<file path="src/bsi_cfg.svh">
// Constants for the boundary-scan test logic.
`ifndef BSI_CFG_SVH
`define BSI_CFG_SVH
`define BSI_IR_W        4
`define BSI_IR_CAPTURE  4'h1
`define BSI_I_EXTEST    4'h0
`define BSI_I_SAMPLE    4'h3
`define BSI_I_CLAMP     4'h5
`define BSI_I_HIGHZ     4'h7
`define BSI_I_CLAMP_OFF 4'h9
`define BSI_I_INTEST    4'hc
`define BSI_I_IDCODE    4'he
`define BSI_I_BYPASS    4'hf
`define BSI_ID_W        32
`define BSI_BYPASS_CAP  1'b0
`endif

</file>
<file path="src/bsi_pkg.sv">
// Types for the boundary-scan test logic.
package bsi_pkg;
  typedef enum logic [3:0] {
    TLR, RTI, SEL_DR, CAP_DR, SH_DR, EX1_DR, PA_DR, EX2_DR, UPD_DR,
    SEL_IR, CAP_IR, SH_IR, EX1_IR, PA_IR, EX2_IR, UPD_IR
  } bsi_state_t;
endpackage

</file>
<file path="src/bsi_tap.sv">
// Test access port with instruction, bypass, identity and boundary chain registers.
`timescale 1ns/100ps
`include "bsi_cfg.svh"
module bsi_tap #(
  parameter int                 NIN   = 4,
  parameter int                 NOUT  = 4,
  parameter logic [31:0]        IDVAL = 32'h1234_5677 // Arbitrary identity value.
) (
  input  wire logic             mclk,
  input  wire logic             rst_n,
  input  wire logic             ce,
  input  wire logic             tck,
  input  wire logic             tms,
  input  wire logic             tdi,
  input  wire logic             trst_n,
  output logic                  tdo,
  output logic                  tdo_oe,
  input  wire logic [NIN-1:0]   pad_in,
  output logic [NIN-1:0]        core_in,
  input  wire logic [NOUT-1:0]  core_out,
  input  wire logic [NOUT-1:0]  core_oe,
  output logic [NOUT-1:0]       pad_out,
  output logic [NOUT-1:0]       pad_oe
);
  // Chain: inputs, outputs, then one enable cell per output (closest to serial out first).
  localparam int N = NIN + 2 * NOUT;

  ////////////////////////////////////////////////////////////////////////////
  // Two-flop synchronisers for the pins; only the second stage is read.
  logic [3:0] s1;
  logic [3:0] s2;
  logic [NIN-1:0] pi1;
  logic [NIN-1:0] pi2;
  always_ff @(posedge mclk)
  begin
    if (!rst_n)
    begin
      s1 <= 4'h0;
      s2 <= 4'h0;
      pi1 <= '0;
      pi2 <= '0;
    end
    else if (ce)
    begin
      s1 <= {tck, tms, tdi, trst_n};
      s2 <= s1;
      pi1 <= pad_in;
      pi2 <= pi1;
    end
  end
  wire logic tck_s = s2[3];
  wire logic tms_s = s2[2];
  wire logic tdi_s = s2[1];
  wire logic trst_s = s2[0];

  // Edge finder on the synchronised test clock.
  logic tck_d;
  always_ff @(posedge mclk)
  begin
    if (!rst_n)
      tck_d <= 1'b0;
    else if (ce)
      tck_d <= tck_s;
  end
  wire logic rise = ce && tck_s && !tck_d;
  wire logic fall = ce && !tck_s && tck_d;
  wire logic treset = !rst_n || !trst_s;

  ////////////////////////////////////////////////////////////////////////////
  // Controller state machine.
  bsi_pkg::bsi_state_t st;
  bsi_pkg::bsi_state_t next_st;
  always_comb
  begin
    next_st = st;
    unique case (st)
      bsi_pkg::TLR:    next_st = tms_s ? bsi_pkg::TLR    : bsi_pkg::RTI;
      bsi_pkg::RTI:    next_st = tms_s ? bsi_pkg::SEL_DR : bsi_pkg::RTI;
      bsi_pkg::SEL_DR: next_st = tms_s ? bsi_pkg::SEL_IR : bsi_pkg::CAP_DR;
      bsi_pkg::CAP_DR: next_st = tms_s ? bsi_pkg::EX1_DR : bsi_pkg::SH_DR;
      bsi_pkg::SH_DR:  next_st = tms_s ? bsi_pkg::EX1_DR : bsi_pkg::SH_DR;
      bsi_pkg::EX1_DR: next_st = tms_s ? bsi_pkg::UPD_DR : bsi_pkg::PA_DR;
      bsi_pkg::PA_DR:  next_st = tms_s ? bsi_pkg::EX2_DR : bsi_pkg::PA_DR;
      bsi_pkg::EX2_DR: next_st = tms_s ? bsi_pkg::UPD_DR : bsi_pkg::SH_DR;
      bsi_pkg::UPD_DR: next_st = tms_s ? bsi_pkg::SEL_DR : bsi_pkg::RTI;
      bsi_pkg::SEL_IR: next_st = tms_s ? bsi_pkg::TLR    : bsi_pkg::CAP_IR;
      bsi_pkg::CAP_IR: next_st = tms_s ? bsi_pkg::EX1_IR : bsi_pkg::SH_IR;
      bsi_pkg::SH_IR:  next_st = tms_s ? bsi_pkg::EX1_IR : bsi_pkg::SH_IR;
      bsi_pkg::EX1_IR: next_st = tms_s ? bsi_pkg::UPD_IR : bsi_pkg::PA_IR;
      bsi_pkg::PA_IR:  next_st = tms_s ? bsi_pkg::EX2_IR : bsi_pkg::PA_IR;
      bsi_pkg::EX2_IR: next_st = tms_s ? bsi_pkg::UPD_IR : bsi_pkg::SH_IR;
      bsi_pkg::UPD_IR: next_st = tms_s ? bsi_pkg::SEL_DR : bsi_pkg::RTI;
    endcase
  end

  always_ff @(posedge mclk)
  begin
    if (treset)
      st <= bsi_pkg::TLR;
    else if (rise)
      st <= next_st;
  end

  ////////////////////////////////////////////////////////////////////////////
  // Instruction register: shift stage and current instruction.
  logic [`BSI_IR_W-1:0] ir_sh;
  logic [`BSI_IR_W-1:0] ir;
  always_ff @(posedge mclk)
  begin
    if (treset || (rise && st == bsi_pkg::TLR))
    begin
      ir_sh <= `BSI_IR_CAPTURE;
      ir <= `BSI_I_IDCODE;
    end
    else if (rise)
    begin
      if (st == bsi_pkg::CAP_IR)
        ir_sh <= `BSI_IR_CAPTURE;
      else if (st == bsi_pkg::SH_IR)
        ir_sh <= {tdi_s, ir_sh[`BSI_IR_W-1:1]};
      if (st == bsi_pkg::UPD_IR)
        ir <= ir_sh;
    end
  end

  // Decodes of the current instruction; unknown codes fall back to bypass.
  wire logic sel_chain = (ir == `BSI_I_SAMPLE) || (ir == `BSI_I_EXTEST)
                      || (ir == `BSI_I_INTEST);
  wire logic sel_id = (ir == `BSI_I_IDCODE);
  wire logic sel_byp = !sel_chain && !sel_id;
  wire logic test_md = (ir == `BSI_I_EXTEST) || (ir == `BSI_I_INTEST);
  wire logic in_test = (ir == `BSI_I_INTEST);
  wire logic clamp_drivers_off_instr = (ir == `BSI_I_CLAMP_OFF);
  wire logic clamp_md = (ir == `BSI_I_CLAMP) || clamp_drivers_off_instr;
  wire logic hiz_md = (ir == `BSI_I_HIGHZ);

  ////////////////////////////////////////////////////////////////////////////
  // Bypass and identity registers; neither reacts to update-data.
  logic byp;
  logic [`BSI_ID_W-1:0] id_sh;
  always_ff @(posedge mclk)
  begin
    if (treset)
    begin
      byp <= `BSI_BYPASS_CAP;
      id_sh <= IDVAL;
    end
    else if (rise)
    begin
      if (sel_byp && st == bsi_pkg::CAP_DR)
        byp <= `BSI_BYPASS_CAP;
      else if (sel_byp && st == bsi_pkg::SH_DR)
        byp <= tdi_s;
      if (sel_id && st == bsi_pkg::CAP_DR)
        id_sh <= IDVAL;
      else if (sel_id && st == bsi_pkg::SH_DR)
        id_sh <= {tdi_s, id_sh[`BSI_ID_W-1:1]};
    end
  end

  ////////////////////////////////////////////////////////////////////////////
  // Boundary chain shift stage and update latch; no reset, contents are
  // undefined after test reset, which saves a reset tree on a long chain.
  logic [N-1:0] pin_boundary_chain;
  logic [N-1:0] chain_latch;
  logic [N-1:0] cap;
  genvar g;
  generate
    for (g = 0; g < NIN; g++)
    begin : g_in
      // Input cells capture the core side inverted under internal test.
      assign cap[g] = in_test ? ~core_in[g] : pi2[g];
    end
    for (g = 0; g < NOUT; g++)
    begin : g_out
      // Output data and enable cells capture what reaches the pad, or the core side under internal test.
      assign cap[NIN+g] = in_test ? core_out[g] : pad_out[g];
      assign cap[NIN+NOUT+g] = in_test ? core_oe[g] : pad_oe[g];
    end
  endgenerate

  always_ff @(posedge mclk)
  begin
    if (rise && sel_chain)
    begin
      if (st == bsi_pkg::CAP_DR)
        pin_boundary_chain <= cap;
      else if (st == bsi_pkg::SH_DR)
        pin_boundary_chain <= {tdi_s, pin_boundary_chain[N-1:1]};
      if (st == bsi_pkg::UPD_DR)
        chain_latch <= pin_boundary_chain;
    end
  end

  ////////////////////////////////////////////////////////////////////////////
  // Pin and core muxing, registered so outputs come from flip-flops.
  always_ff @(posedge mclk)
  begin
    if (!rst_n)
    begin
      core_in <= '0;
      pad_out <= '0;
      pad_oe <= '0;
    end
    else if (ce)
    begin
      core_in <= test_md ? chain_latch[NIN-1:0] : pi2;
      pad_out <= (test_md || clamp_md) ? chain_latch[NIN+NOUT-1:NIN] : core_out;
      if (clamp_drivers_off_instr || hiz_md)
        pad_oe <= '0;
      else if (test_md || ir == `BSI_I_CLAMP)
        pad_oe <= chain_latch[N-1:NIN+NOUT];
      else
        pad_oe <= core_oe;
    end
  end

  ////////////////////////////////////////////////////////////////////////////
  // Serial output changes on the falling test clock edge.
  always_ff @(posedge mclk)
  begin
    if (treset)
    begin
      tdo <= 1'b0;
      tdo_oe <= 1'b0;
    end
    else if (fall)
    begin
      tdo_oe <= (st == bsi_pkg::SH_DR) || (st == bsi_pkg::SH_IR);
      if (st == bsi_pkg::SH_IR)
        tdo <= ir_sh[0];
      else if (sel_chain)
        tdo <= pin_boundary_chain[0];
      else if (sel_id)
        tdo <= id_sh[0];
      else
        tdo <= byp;
    end
  end

  ////////////////////////////////////////////////////////////////////////////
  // Checks.
  property p_irdef;
    @(posedge mclk) disable iff (!rst_n)
    $rose(!trst_s) |=> ir == `BSI_I_IDCODE && st == bsi_pkg::TLR;
  endproperty
  a_irdef: assert property (p_irdef) else $error("reset did not select identity");
  property p_capir;
    @(posedge mclk) disable iff (treset)
    rise && st == bsi_pkg::CAP_IR |=> ir_sh == `BSI_IR_CAPTURE;
  endproperty
  a_capir: assert property (p_capir) else $error("ir capture wrong");
  property p_bcap;
    @(posedge mclk) disable iff (treset)
    rise && sel_byp && st == bsi_pkg::CAP_DR |=> !byp;
  endproperty
  a_bcap: assert property (p_bcap) else $error("bypass capture not zero");
  property p_bupd;
    @(posedge mclk) disable iff (treset)
    rise && st == bsi_pkg::UPD_DR |=> $stable(byp) && $stable(id_sh);
  endproperty
  a_bupd: assert property (p_bupd) else $error("update changed bypass or id");
  property p_bsh;
    @(posedge mclk) disable iff (treset)
    rise && sel_byp && st == bsi_pkg::SH_DR |=> byp == $past(tdi_s);
  endproperty
  a_bsh: assert property (p_bsh) else $error("bypass shift wrong");
  property p_idcap;
    @(posedge mclk) disable iff (treset)
    rise && sel_id && st == bsi_pkg::CAP_DR |=> id_sh == IDVAL;
  endproperty
  a_idcap: assert property (p_idcap) else $error("id capture wrong");
  property p_clz;
    @(posedge mclk) disable iff (!rst_n)
    ce && clamp_drivers_off_instr ##1 ce |-> pad_oe == '0;
  endproperty
  a_clz: assert property (p_clz) else $error("driver on under clamp");
  property p_sys;
    @(posedge mclk) disable iff (!rst_n)
    ce && !test_md |=> core_in == $past(pi2);
  endproperty
  a_sys: assert property (p_sys) else $error("system mode not straight");
  property p_tst;
    @(posedge mclk) disable iff (!rst_n)
    ce && test_md |=> core_in == $past(chain_latch[NIN-1:0]);
  endproperty
  a_tst: assert property (p_tst) else $error("test mode not from latch");
  property p_tdo;
    @(posedge mclk) disable iff (treset)
    !fall |=> $stable(tdo);
  endproperty
  a_tdo: assert property (p_tdo) else $error("tdo moved off falling edge");
  c_id: cover property (@(posedge mclk) rise && sel_id && st == bsi_pkg::SH_DR);
  c_int: cover property (@(posedge mclk) rise && in_test && st == bsi_pkg::UPD_DR);
  c_clz: cover property (@(posedge mclk) rise && clamp_drivers_off_instr && st == bsi_pkg::SH_DR);
endmodule

</file>
<file path="config.mk">
export PLATFORM = sky130hd
export DESIGN_NAME = bsi_tap
export DESIGN_NICKNAME = d
export VERILOG_FILES = /design/src/bsi_pkg.sv /design/src/bsi_tap.sv
export VERILOG_INCLUDE_DIRS = /design/src /design/src/src
export SDC_FILE = /design/constraint.sdc
export NUM_CORES = 1
export LEC_CHECK = 0
export BUFFER_PORTS_ARGS = -buffer_cell sky130_fd_sc_hd__buf_2
export CAP_MARGIN = 20
export CORE_ASPECT_RATIO = 1.1
export CORE_MARGIN = 2
export CORE_UTILIZATION = 25
export CTS_CLUSTER_SIZE = 8
export DETAILED_ROUTE_END_ITERATION = 8
export GPL_ROUTABILITY_DRIVEN = 0
export MAX_ROUTING_LAYER = met4
export PLACE_DENSITY_LB_ADDON = 0.1
export SYNTH_ARGS = -nofsm -noshare
export SYNTH_HDL_FRONTEND = slang
export SYNTH_SLANG_ARGS = --single-unit
</file>
<file path="constraint.sdc">
create_clock -name mclk -period 8.45 [get_ports mclk]
set_input_delay 1.2675 -clock mclk [delete_from_list [all_inputs] [get_ports mclk]]
set_output_delay 1.2675 -clock mclk [all_outputs]
set_load 0.05 [all_outputs]
</file>
Yosys cells after proc, flatten, opt, wreduce, memory -nomap -nowiden
Index checks and enable logic that the tools add are counted.
{"block": "classes", "eq_ne": 21, "muxes": 40, "bitwise_logic": 4, "reduce_logical": 42}
{"cell": "$mux W32", "count": 2}
{"cell": "$pmux W4 S12", "count": 1}
{"cell": "$eq A4 B4 Y1 const B", "count": 11}
{"cell": "$mux W4", "count": 10}
{"cell": "$eq A4 B3 Y1 const B", "count": 6}
{"cell": "$mux W12", "count": 2}
{"cell": "$mux W1", "count": 20}
{"cell": "$eq A4 B2 Y1 const B", "count": 3}
{"cell": "$reduce_and A2 Y1", "count": 6}
{"cell": "$logic_and A1 B1 Y1", "count": 11}
{"cell": "$logic_or A1 B1 Y1", "count": 10}
{"cell": "$logic_not A4 Y1", "count": 2}
{"cell": "$reduce_bool A2 Y1", "count": 4}
{"cell": "$logic_not A1 Y1", "count": 6}
{"cell": "$mux W2", "count": 3}
{"cell": "$mux W3", "count": 2}
{"cell": "$eq A4 B1 Y1 const B", "count": 1}
{"cell": "$not A1 Y1", "count": 4}
{"cell": "$reduce_or A2 Y1", "count": 2}
{"cell": "$reduce_or A3 Y1", "count": 1}
{"block": "totals", "ff_bits": 100, "input_bits": 19, "out_inout_bits": 14, "elab_cells": 124}

Longest topological paths before layout
Gate-level depths: netlist (run 1).
{"block": "logic_depth", "ltp_word": 8, "depth_mapped": 8, "mapped_depth_nobuf": 5}

Worst setup path before layout (run 1)
OpenSTA, ideal clock, no wires.
{"block": "synth_timing", "kind": "in2reg", "from": "input port ce", "to": "register chain_latch[0], enable pin", "setup_ns": 0.417, "arrival_time_ns": 3.189, "required_time_ns": 8.033, "slack_ns": 4.844, "cell_stages": 5, "path_buffers": 2, "path_cell_list": "buf_2 and3b_1 clkbuf_1 nand2_1 nor4b_1"}
{"block": "synth_via", "elab_chain_cells": 4}
{"item": "start: declaration", "line": "bsi_tap.sv:11", "rtl": "input wire logic ce,"}
{"item": "$logic_and A1 B1 Y1 (2 in series)", "line": "bsi_tap.sv:65", "rtl": "wire logic rise = ce && tck_s && !tck_d;"}
{"item": "$logic_and A1 B1 Y1", "line": "bsi_tap.sv:184", "rtl": "if (rise && sel_chain)"}
{"item": "$reduce_and A2 Y1 (no line)"}
{"item": "end signal: assignment", "line": "bsi_tap.sv:191", "rtl": "chain_latch <= pin_boundary_chain;"}
{"item": "end: declaration", "line": "bsi_tap.sv:165", "rtl": "logic [N-1:0] chain_latch;"}
Every way passes these cells.
A chain may end at the register's enable or synchronous reset.

Worst setup path in the final report (run 1)
{"block": "layout_timing", "from": "input port ce", "to": "register ir[3]"}
{"block": "layout_via", "elab_chain_cells": 4, "word_cells_on_any_way": 5, "classes_between": "reduce/logical (5)"}
{"item": "$logic_and A1 B1 Y1 (*) (2 in series)", "line": "bsi_tap.sv:65"}
{"item": "$logic_and A1 B1 Y1", "line": "bsi_tap.sv:110", "rtl": "if (treset || (rise && st == bsi_pkg::TLR))"}
{"item": "$logic_or A1 B1 Y1", "line": "bsi_tap.sv:110"}
{"item": "end signal: assignment", "line": "bsi_tap.sv:113", "rtl": "ir <= `BSI_I_IDCODE;"}
{"item": "end signal: assignment", "line": "bsi_tap.sv:122", "rtl": "ir <= ir_sh;"}
{"item": "end: declaration", "line": "bsi_tap.sv:107", "rtl": "logic [`BSI_IR_W-1:0] ir;"}
Every way passes the cells marked *; elsewhere a longest branch is shown, timed or not.

==> out/qor.tcl, run 1 <==
set qor(ios) 33
set qor(layout.filler_cells) 1837
set qor(route.antenna.remaining_nets) 0
set qor(ys_seq_elements) 100
set qor(slowest_stage) {sky130_fd_sc_hd__nor4_1}
set qor(final_util_pct) 29.5
set qor(vias_in_the_first_global_route) 3209
set qor(origin_of_the_critical_flop_to_flop_path) {st[2]}
set qor(detailroute.via_count) 3353
set qor(initial_utilization_pct) 25.7
set qor(die-area_um2) 18600
set qor(top_register) {id_sh}
set qor(grt_antenna_before_repair) 0
set qor(slew_limit_fails) 0
set qor(rr_worst_depth) 6
set qor(fin_hold_ws_ns) 0.455
set qor(finish.instance_area_um2) 5040
set qor(timing_hold_violations_final) 0
set qor(path_cells) {buf_2, buf_4, nand3b_2, nor4_1, mux2i_1, nand2_1}
set qor(endpoint_kind) {flip-flop}
set qor(dpl_cell_area_um2) 4730
set qor(final_layout_size_suffix_gt1_share_pct) 14.9
set qor(synthDistinctLibCells) 47
set qor(cts-buffers-inserted) 9
set qor(cts_num_sinks) 100
set qor(worstSkewPairLatency_ns) 0.35
set qor(ys_seq_area_share_pct) 51.1
set qor(synth_top_cells_by_area) {sky130_fd_sc_hd__dfxtp_1 (35%), sky130_fd_sc_hd__edfxtp_1 (16%), sky130_fd_sc_hd__mux2i_1 (5.7%), sky130_fd_sc_hd__nand2_1 (5.5%), sky130_fd_sc_hd__a21oi_1 (3.8%)}
set qor(cap_violations) 0
set qor(worstPathBufferInverterCount) 2
set qor(ir_drop_uv) 91.0
set qor(netlist.top_cell.by_area) {sky130_fd_sc_hd__dfxtp_1}
set qor(path_clk_slew_ns) 0.07
set qor(dieHeight_um) 143
set qor(timing_worst_setup_path_type) {input port to flip-flop}
set qor(htree_num_levels) 3
set qor(routed_wl_mm) 10.5
set qor(worst_pin_slew_ns) 1.09
set qor(global_route_met3_utilization_pct) 2.77
set qor(placement_rows) 50
set qor(rrSetupSlack_ns) 6.16
set qor(grt_pass1_wl_mm) 17.1
set qor(cts.repair.resized) 0
set qor(data_required_critical_path_ns) 8.67
set qor(detail_route.wl_per_cell_um) 14.4
set qor(worst_setup_path_endpoint) {ir[3]}
set qor(setup_repair_after_global_routing_missed_its_margin) {false}
set qor(grt_most_used_layer) {met2}
set qor(max-clock-path-buffers) 2
set qor(worstSetupStartpointType) {input port}
set qor(tritoncts) {yes}
set qor(postSynthCellCount) 480
set qor(status) {finished clean}
set qor(fmax_ghz) 0.323
set qor(hold_depth) 0
set qor(groute.layer.met1.usage_pct) 15.5
set qor(drt_pre_antenna_iters) 4
set qor(setup.worst_path.start) {ce}
set qor(finalClockSkew_ns) 0.00612
set qor(worstHoldPathType) {flip-flop to flip-flop}
set qor(cpLargestDelayFamily) {simple AND/OR/NAND/NOR gates}
set qor(grt.total_usage_pct) 12.3
set qor(worst-endpoint-arrival_ns) 3.33
set qor(met2_use_gr_pct) 19.3
set qor(drt_drc_violations_left) 0
set qor(hold_buffers) 0
set qor(antenna_cells_inserted) 0
set qor(ctsRootBufferMaster) {sky130_fd_sc_hd__clkbuf_16}
set qor(critical_path_cell_count) 6
set qor(leakage_nw) 1.78
set qor(globalRouteOverflowTotal) 0
set qor(yosysTopAreaCellShare_pct) 34.7
set qor(final-setup-viol-count) 0
set qor(synth_edf_count) 24
set qor(slowest_delay_ns) 0.94
set qor(avgViaCountPerCell) 4.59
set qor(syn_to_final_growth_pct) 14.9
set qor(cts_setup_buffers) 0
set qor(timing.final.crit_share_pct) 36.7
set qor(multi_input_area_um2) 1960
set qor(grt_max_degree) 43
set qor(slew_headroom_pct) 27.0
set qor(power-per-cell-area_nw_per_um2) 193
set qor(synthFlopType) {sky130_fd_sc_hd__dfxtp_1}
set qor(io_buffer_count) 32
set qor(largest_registers) {id_sh x32, chain_latch x12, pin_boundary_chain x12}
set qor(final.setup.tns_ns) 0
set qor(largest_register_ff_count) 32
set qor(most_used_standard_cell_by_instance_count_after_synthesis) {sky130_fd_sc_hd__dfxtp_1}
set qor(design_power_total_w) 0.000975
set qor(r2r_end) {id_sh[0]}
set qor(crit_fanout) 42
set qor(postSynthNetCount) 499
set qor(fp.dieW_um) 130
set qor(post-dp-hpwl_mm) 6.58
set qor(synth-warning-count) 0
set qor(syn-mean-instance-area_um2) 9.14
set qor(drt_iter0_markers) 223
set qor(synth_area_um2) 4390
set qor(area.sequential_um2) 2240
set qor(final_net_count) 510
set qor(core_outline_area_um2) 17100
set qor(fin_crit_ns) 3.10
set qor(netlist_top_cells_count) {sky130_fd_sc_hd__dfxtp_1 (76), sky130_fd_sc_hd__nand2_1 (64), sky130_fd_sc_hd__nor2_1 (39)}
set qor(postSynth.asyncResetShare_pct) 0
==> through the flow <==
stage | setup slack, ns | std cells
CTS | 5.34 | 730
detailed placement | 4.97 | 714
global placement | 5.06 | 714
global route | 5.10 | 730
finish | 5.35 | 730
floorplan | 4.84 | 480
==> cells in the final DEF (no fill, tap or decap), types with 3 or more instances in the layout <==
master / count
sky130_fd_sc_hd__dfxtp_1: 76
sky130_fd_sc_hd__nand3_1: 30
sky130_fd_sc_hd__edfxtp_1: 24
sky130_fd_sc_hd__nor3_2: 13
sky130_fd_sc_hd__and2_1: 4
sky130_fd_sc_hd__o21ai_0: 24
sky130_fd_sc_hd__a31oi_1: 12
sky130_fd_sc_hd__nor3_1: 7
sky130_fd_sc_hd__buf_2: 32
sky130_fd_sc_hd__o32ai_1: 4
sky130_fd_sc_hd__buf_4: 7
sky130_fd_sc_hd__nand3b_1: 3
sky130_fd_sc_hd__a21oi_1: 33
sky130_fd_sc_hd__nor2b_1: 18
sky130_fd_sc_hd__o21ai_1: 13
sky130_fd_sc_hd__inv_1: 7
sky130_fd_sc_hd__xnor2_1: 4
sky130_fd_sc_hd__nand2_1: 64
sky130_fd_sc_hd__clkbuf_16: 9
sky130_fd_sc_hd__mux2i_1: 25
sky130_fd_sc_hd__o211a_1: 4
sky130_fd_sc_hd__nor2_1: 38
sky130_fd_sc_hd__o211ai_1: 3
==> cell families after synthesis <==
group / count (synthesis) / share of synthesized area, %
and+or+nand+nor: 196 / 22.9
AOI/OAI and AO/OA: 107 / 14.4
DFF: 100 / 51.1
buffers and inverters: 46 / 4.68
muxes: 25 / 5.70
xor gates and xnor gates: 6 / 1.20
==> metal layers <==
metal	up-vias	wire (µm)
met2	36	5030
met4	0	144
met5	-	0
li1	1720	-
met3	9	276
met1	1588	5030
==> report_power, final <==
part / internal, W / switching, W / total, W / leakage [nW]
registers: 0.000494 / 0.00000592 / 0.000500 / 0.834
clock network: 0.000241 / 0.000189 / 0.000430 / 0.151
logic: 0.0000160 / 0.0000290 / 0.0000450 / 0.796
total: 0.000751 / 0.000224 / 0.000975 / 1.78
==> how the worst min path moves through the flow <==
stage	from	endpoint	slack, ns
finish	pin_boundary_chain[9]	chain_latch[9]	0.46
global route	id_sh[17]	id_sh[17]	0.46
CTS	id_sh[23]	id_sh[23]	0.46
detailed placement	pin_boundary_chain[9]	chain_latch[9]	0.44
global placement	pin_boundary_chain[9]	chain_latch[9]	0.44
floorplan	pin_boundary_chain[0]	chain_latch[0]	0.42
==> layout make-up <==
class,instances,share of cell area [%]
tap,234,5.81
inverter,7,0.521
clock inverter,6,1.42
sequential,100,44.5
timing repair buffer,39,4.22
multi-input combinational,334,38.8
clock buffer,10,4.74
No activity file was read; power rests on OpenSTA's default activity.
==> run 2: changes to the inputs <==
clock period = 2.8 ns   (was 8.45 ns; I/O delays follow)
==> out/qor.tcl, run 2 (synthesized netlist as in run 1, its figures left out) <==
set qor(status) {finished clean}
set qor(slew_limit_fails) 0
set qor(ir_drop_uv) 257
set qor(layout.cells.most_common_list) {sky130_fd_sc_hd__dfxtp_1 (76), sky130_fd_sc_hd__nand2_1 (64), sky130_fd_sc_hd__nor2_1 (38)}
set qor(r2r_end) {id_sh[4]}
set qor(timing_worst_setup_path_type) {flip-flop to flip-flop}
set qor(cts.repair.resized) 0
set qor(rrSetupSlack_ns) 0.58
set qor(htree_num_levels) 3
set qor(antenna_cells_inserted) 0
set qor(worstHoldPathType) {input port to flip-flop}
set qor(routed_wl_mm) 10.4
set qor(detail_route.wl_per_cell_um) 14.1
set qor(layout.cells.most_common) {sky130_fd_sc_hd__dfxtp_1}
set qor(worstSkewPairLatency_ns) 0.35
set qor(tritoncts) {yes}
set qor(worstSetupStartpointType) {flip-flop}
set qor(finalClockSkew_ns) 0.00901
set qor(cts_setup_buffers) 0
set qor(syn_to_final_growth_pct) 15.2
set qor(largest_register_ff_count) 32
set qor(globalRouteOverflowTotal) 0
set qor(worst_pin_slew_ns) 0.597
set qor(grt_pass1_wl_mm) 17.0
set qor(timing_hold_violations_final) 0
set qor(detailroute.via_count) 3332
set qor(fp.dieW_um) 130
set qor(worstPathBufferInverterCount) 1
set qor(min_to) {pi1[1]}
set qor(route.antenna.remaining_nets) 0
set qor(core_outline_area_um2) 17100
set qor(ios) 33
set qor(fmax_ghz) 0.451
set qor(slowest_delay_ns) 0.59
set qor(largest_registers) {id_sh x32, chain_latch x12, pin_boundary_chain x12}
set qor(fin_crit_ns) 2.22
set qor(vias_in_the_first_global_route) 3166
set qor(final_layout_size_suffix_gt1_share_pct) 15.7
set qor(origin_of_the_critical_flop_to_flop_path) {st[2]}
set qor(final.setup.tns_ns) 0
set qor(path_clk_slew_ns) 0.07
set qor(cpLargestDelayFamily) {simple AND/OR/NAND/NOR gates}
set qor(grt.total_usage_pct) 12.2
set qor(path_cells) {or3b_1, a211o_1, or2_1, buf_4, nor3_2, o21ai_1}
set qor(worst-endpoint-arrival_ns) 2.44
set qor(grt_max_degree) 39
set qor(cap_violations) 0
set qor(hold_depth) 3
set qor(data_required_critical_path_ns) 3.02
set qor(top_register) {id_sh}
set qor(slowest_stage) {sky130_fd_sc_hd__dfxtp_1}
set qor(placement_rows) 50
set qor(endpoint_kind) {flip-flop}
set qor(post-dp-hpwl_mm) 6.49
set qor(grt_antenna_before_repair) 0
set qor(final_net_count) 516
set qor(drt_iter0_markers) 180
set qor(hold_buffers) 0
set qor(min-delay-start) {pad_in[1]}
set qor(drt_drc_violations_left) 0
set qor(max-clock-path-buffers) 2
set qor(die-area_um2) 18600
set qor(cts-buffers-inserted) 9
set qor(setup_repair_after_global_routing_missed_its_margin) {false}
set qor(rr_worst_depth) 6
set qor(fin_hold_ws_ns) 0.324
set qor(leakage_nw) 1.80
set qor(initial_utilization_pct) 25.7
set qor(slew_headroom_pct) 60.2
set qor(timing.final.crit_share_pct) 79.3
set qor(cts_num_sinks) 100
set qor(final-setup-viol-count) 0
set qor(ctsRootBufferMaster) {sky130_fd_sc_hd__clkbuf_16}
set qor(crit_fanout) 32
set qor(io_buffer_count) 32
set qor(power-per-cell-area_nw_per_um2) 563
set qor(avgViaCountPerCell) 4.53
set qor(drt_pre_antenna_iters) 4
set qor(dieHeight_um) 143
==> run 2: cell count changes in the layout (fill, tap and decap cells not counted), sizes merged <==
| cell | change |
|---|---|
| bufinv | -1 |
| buf | +6 |
| clkinv | +2 |
| clkinvlp | -1 |
| clkbuf | +1 |
| inv | -1 |
==> run 2: stage by stage <==
stage          std cells  power (W)  util, %  instance area [µm²]  worst slack, ns
2_1_floorplan        480    0.00164        -                 4390           0.0283
3_3_place_gp         720    0.00168     28.0                 4770            0.614
3_5_place_dp         720    0.00168     28.0                 4770            0.587
4_1_cts              736    0.00290     29.6                 5050            0.572
5_1_grt              736    0.00297     29.6                 5050            0.366
6_report             736    0.00284     29.6                 5050            0.581
==> run 2: power by group <==
part / switching (W) / internal, W / total [W] / leakage (nW)
combinational: 0.0000883 / 0.0000499 / 0.000138 / 0.824
clock: 0.000567 / 0.000631 / 0.00120 / 0.140
sequential: 0.0000169 / 0.00149 / 0.00151 / 0.834
==> run 2: worst max-delay path by stage <==
stage / startpoint / endpoint / slack [ns] / cells after the start
final: st[2] / id_sh[4] / 0.58 / 6
after global routing: st[2] / id_sh[4] / 0.37 / 6
after CTS: st[2] / id_sh[4] / 0.57 / 6
after detailed placement: st[2] / id_sh[4] / 0.59 / 6
after global placement: st[2] / id_sh[0] / 0.61 / 6
after floorplan: ir[0] / chain_latch[0] / 0.03 / 4
==> run 2: layout make-up <==
cell class                 instances  area [µm²]
tap                              234         293
sequential                       100        2240
timing repair buffer              45         258
clock inverter                     5        36.3
fill                            1810       12000
inverter                           7        26.3
multi-input combinational        334        1960
clock buffer                      11         243
==> run 2: worst min-delay path, cell delays in order <==
cell	delay (ns)
sky130_fd_sc_hd__buf_2	0.08
sky130_fd_sc_hd__mux2i_1	0.06
sky130_fd_sc_hd__nor2b_1	0.09
==> run 2: routing by layer <==
layer / vias up / part of all wire (%) / GRT usage, %
li1: 1721 / - / -
met2: 48 / 47 / 19.1
met3: 14 / 3.0 / 2.92
met5: - / 0 / -
met1: 1549 / 48 / 15.2
met4: 0 / 2.1 / 4.64
==> run 3: changes to the inputs <==
clock period = 1.87 ns   (was 2.8 ns; I/O delays follow)
==> out/qor.tcl, run 3 (synthesized netlist as in run 1, its figures left out) <==
set qor(status) {finished clean}
set qor(top_register) {id_sh}
set qor(min-delay-start) {tdi}
set qor(largest_registers) {id_sh x32, chain_latch x12, pin_boundary_chain x12}
set qor(final_util_pct) 31.0
set qor(io_buffer_count) 32
set qor(timing.final.crit_share_pct) 96.9
set qor(area.sequential_um2) 2240
set qor(clock_group_share_of_total_power_pct) 43.8
set qor(grt.total_usage_pct) 13.1
set qor(internal_power_w) 0.00339
set qor(path_clk_slew_ns) 0.07
set qor(multi_input_area_um2) 1970
set qor(p_sw_share_pct) 22.8
set qor(cts_num_sinks) 100
set qor(leakage_nw) 1.91
set qor(timing_hold_violations_final) 0
set qor(setup_ws_ns) 0.0588
set qor(setup_repair_after_global_routing_missed_its_margin) {true}
set qor(routed_wl_mm) 11.0
set qor(origin_of_the_critical_flop_to_flop_path) {st[0]}
set qor(setup.worst_path.start) {st[0]}
set qor(layout.cells.most_common_list) {sky130_fd_sc_hd__dfxtp_1 (76), sky130_fd_sc_hd__nand2_1 (64), sky130_fd_sc_hd__nor2_1 (37)}
set qor(rr_worst_depth) 6
set qor(cap_violations) 0
set qor(max-clock-path-buffers) 2
set qor(htree_num_levels) 3
set qor(grt_pass1_wl_mm) 18.3
set qor(crit_fanout) 14
set qor(drt_pre_antenna_iters) 4
set qor(hold_buffers) 0
set qor(ios) 33
set qor(preCtsSetupSlack_ns) 0.0281
set qor(ctsRootBufferMaster) {sky130_fd_sc_hd__clkbuf_16}
set qor(largest_register_ff_count) 32
set qor(finalClockSkew_ns) 0.0119
set qor(initial_utilization_pct) 25.7
set qor(fmax_ghz) 0.552
set qor(die-area_um2) 18600
set qor(switching_power_w) 0.00100
set qor(layout.cells.most_common) {sky130_fd_sc_hd__dfxtp_1}
set qor(data_required_critical_path_ns) 2.11
set qor(avgViaCountPerCell) 4.57
set qor(timing_worst_setup_path_type) {flip-flop to flip-flop}
set qor(endpoint_kind) {flip-flop}
set qor(ir_drop_uv) 400
set qor(layout.filler_cells) 1807
set qor(globalRouteOverflowTotal) 0
set qor(post-dp-hpwl_mm) 7.24
set qor(final.setup.tns_ns) 0
set qor(worstSetupStartpointType) {flip-flop}
set qor(fin_crit_ns) 1.81
set qor(final-setup-viol-count) 0
set qor(placement_rows) 50
set qor(share_comb_of_total_power_pct) 4.8
set qor(slew_limit_fails) 0
set qor(finish.instance_area_um2) 5290
set qor(final_layout_size_suffix_gt1_share_pct) 19.4
set qor(drt_drc_violations_left) 0
set qor(hold_depth) 3
set qor(vias_in_the_first_global_route) 3600
set qor(syn_to_final_growth_pct) 20.5
set qor(grt_max_degree) 33
set qor(worstHoldPathType) {input port to flip-flop}
set qor(cts-buffers-inserted) 9
set qor(core_outline_area_um2) 17100
set qor(worst-endpoint-arrival_ns) 2.05
set qor(route.antenna.remaining_nets) 0
set qor(final_net_count) 535
set qor(drt_iter0_markers) 235
set qor(fp.dieW_um) 130
set qor(tritoncts) {yes}
set qor(worstSkewPairLatency_ns) 0.36
set qor(grt_antenna_before_repair) 0
set qor(antenna_cells_inserted) 0
set qor(slew_headroom_pct) 67.1
set qor(dpl_cell_area_um2) 4970
set qor(power-per-cell-area_nw_per_um2) 831
set qor(dieHeight_um) 143
set qor(detailroute.via_count) 3448
set qor(seq_power_share_pct) 51.4
set qor(worst_pin_slew_ns) 0.489
set qor(detail_route.wl_per_cell_um) 14.5
## run 3: timing repair
action / CTS / global route
gates resized for setup: 0 / 1
endpoints found under the hold margin: 0 / 0
endpoints found under the setup margin: 0 / 13
setup buffers: 0 / 2
## run 3: worst paths after layout
kind / end / slack [ns]
hold / removal: s1[1] / 0.18
setup / recovery: id_sh[21] / 0.06
setup reg to reg: id_sh[21] / 0.06
hold reg to reg: chain_latch[7] / 0.45
## run 3: power groups by stage
stage | clock, W | sequential [W] | combinational, W
4_1_cts | 0.00200 | 0.00226 | 0.000215
2_1_floorplan | 0 | 0.00235 | 0.0000966
6_report | 0.00192 | 0.00226 | 0.000211
3_5_place_dp | 0 | 0.00231 | 0.000215
3_3_place_gp | 0 | 0.00231 | 0.000212
5_1_grt | 0.00209 | 0.00226 | 0.000234
## run 3: metal layers
layer	up-vias	GRT usage, %	share of wire, %
li1	1759	-	-
met1	1627	16.0	48
met2	43	21.3	47
met3	19	2.62	2.4
met4	0	5.15	2.0
met5	-	-	0
## run 3: area by class of cell
class	instances	share of cell area [%]
Clock buffer	11	4.59
Inverter	7	0.497
Clock inverter	5	1.14
Timing Repair Buffer	64	8.52
Sequential cell	100	42.4
Tap cell	234	5.54
Multi-Input combinational cell	334	37.3
## run 3: critical path, cell delays in order, from the launching register on
cell,delay [ns]
sky130_fd_sc_hd__dfxtp_1,0.32
sky130_fd_sc_hd__or3b_1,0.37
sky130_fd_sc_hd__a211o_1,0.35
sky130_fd_sc_hd__or2_4,0.26
sky130_fd_sc_hd__buf_4,0.20
sky130_fd_sc_hd__nor3_2,0.11
sky130_fd_sc_hd__o21ai_1,0.07
## run 3: per-stage QoR
stage                     cells  hold slack (ns)  total power, W
final                       755            0.184         0.00439
after global routing        755            0.193         0.00459
after CTS                   753            0.176         0.00447
after detailed placement    737            0.438         0.00252
after global placement      737            0.437         0.00252
after floorplan             480            0.421         0.00245
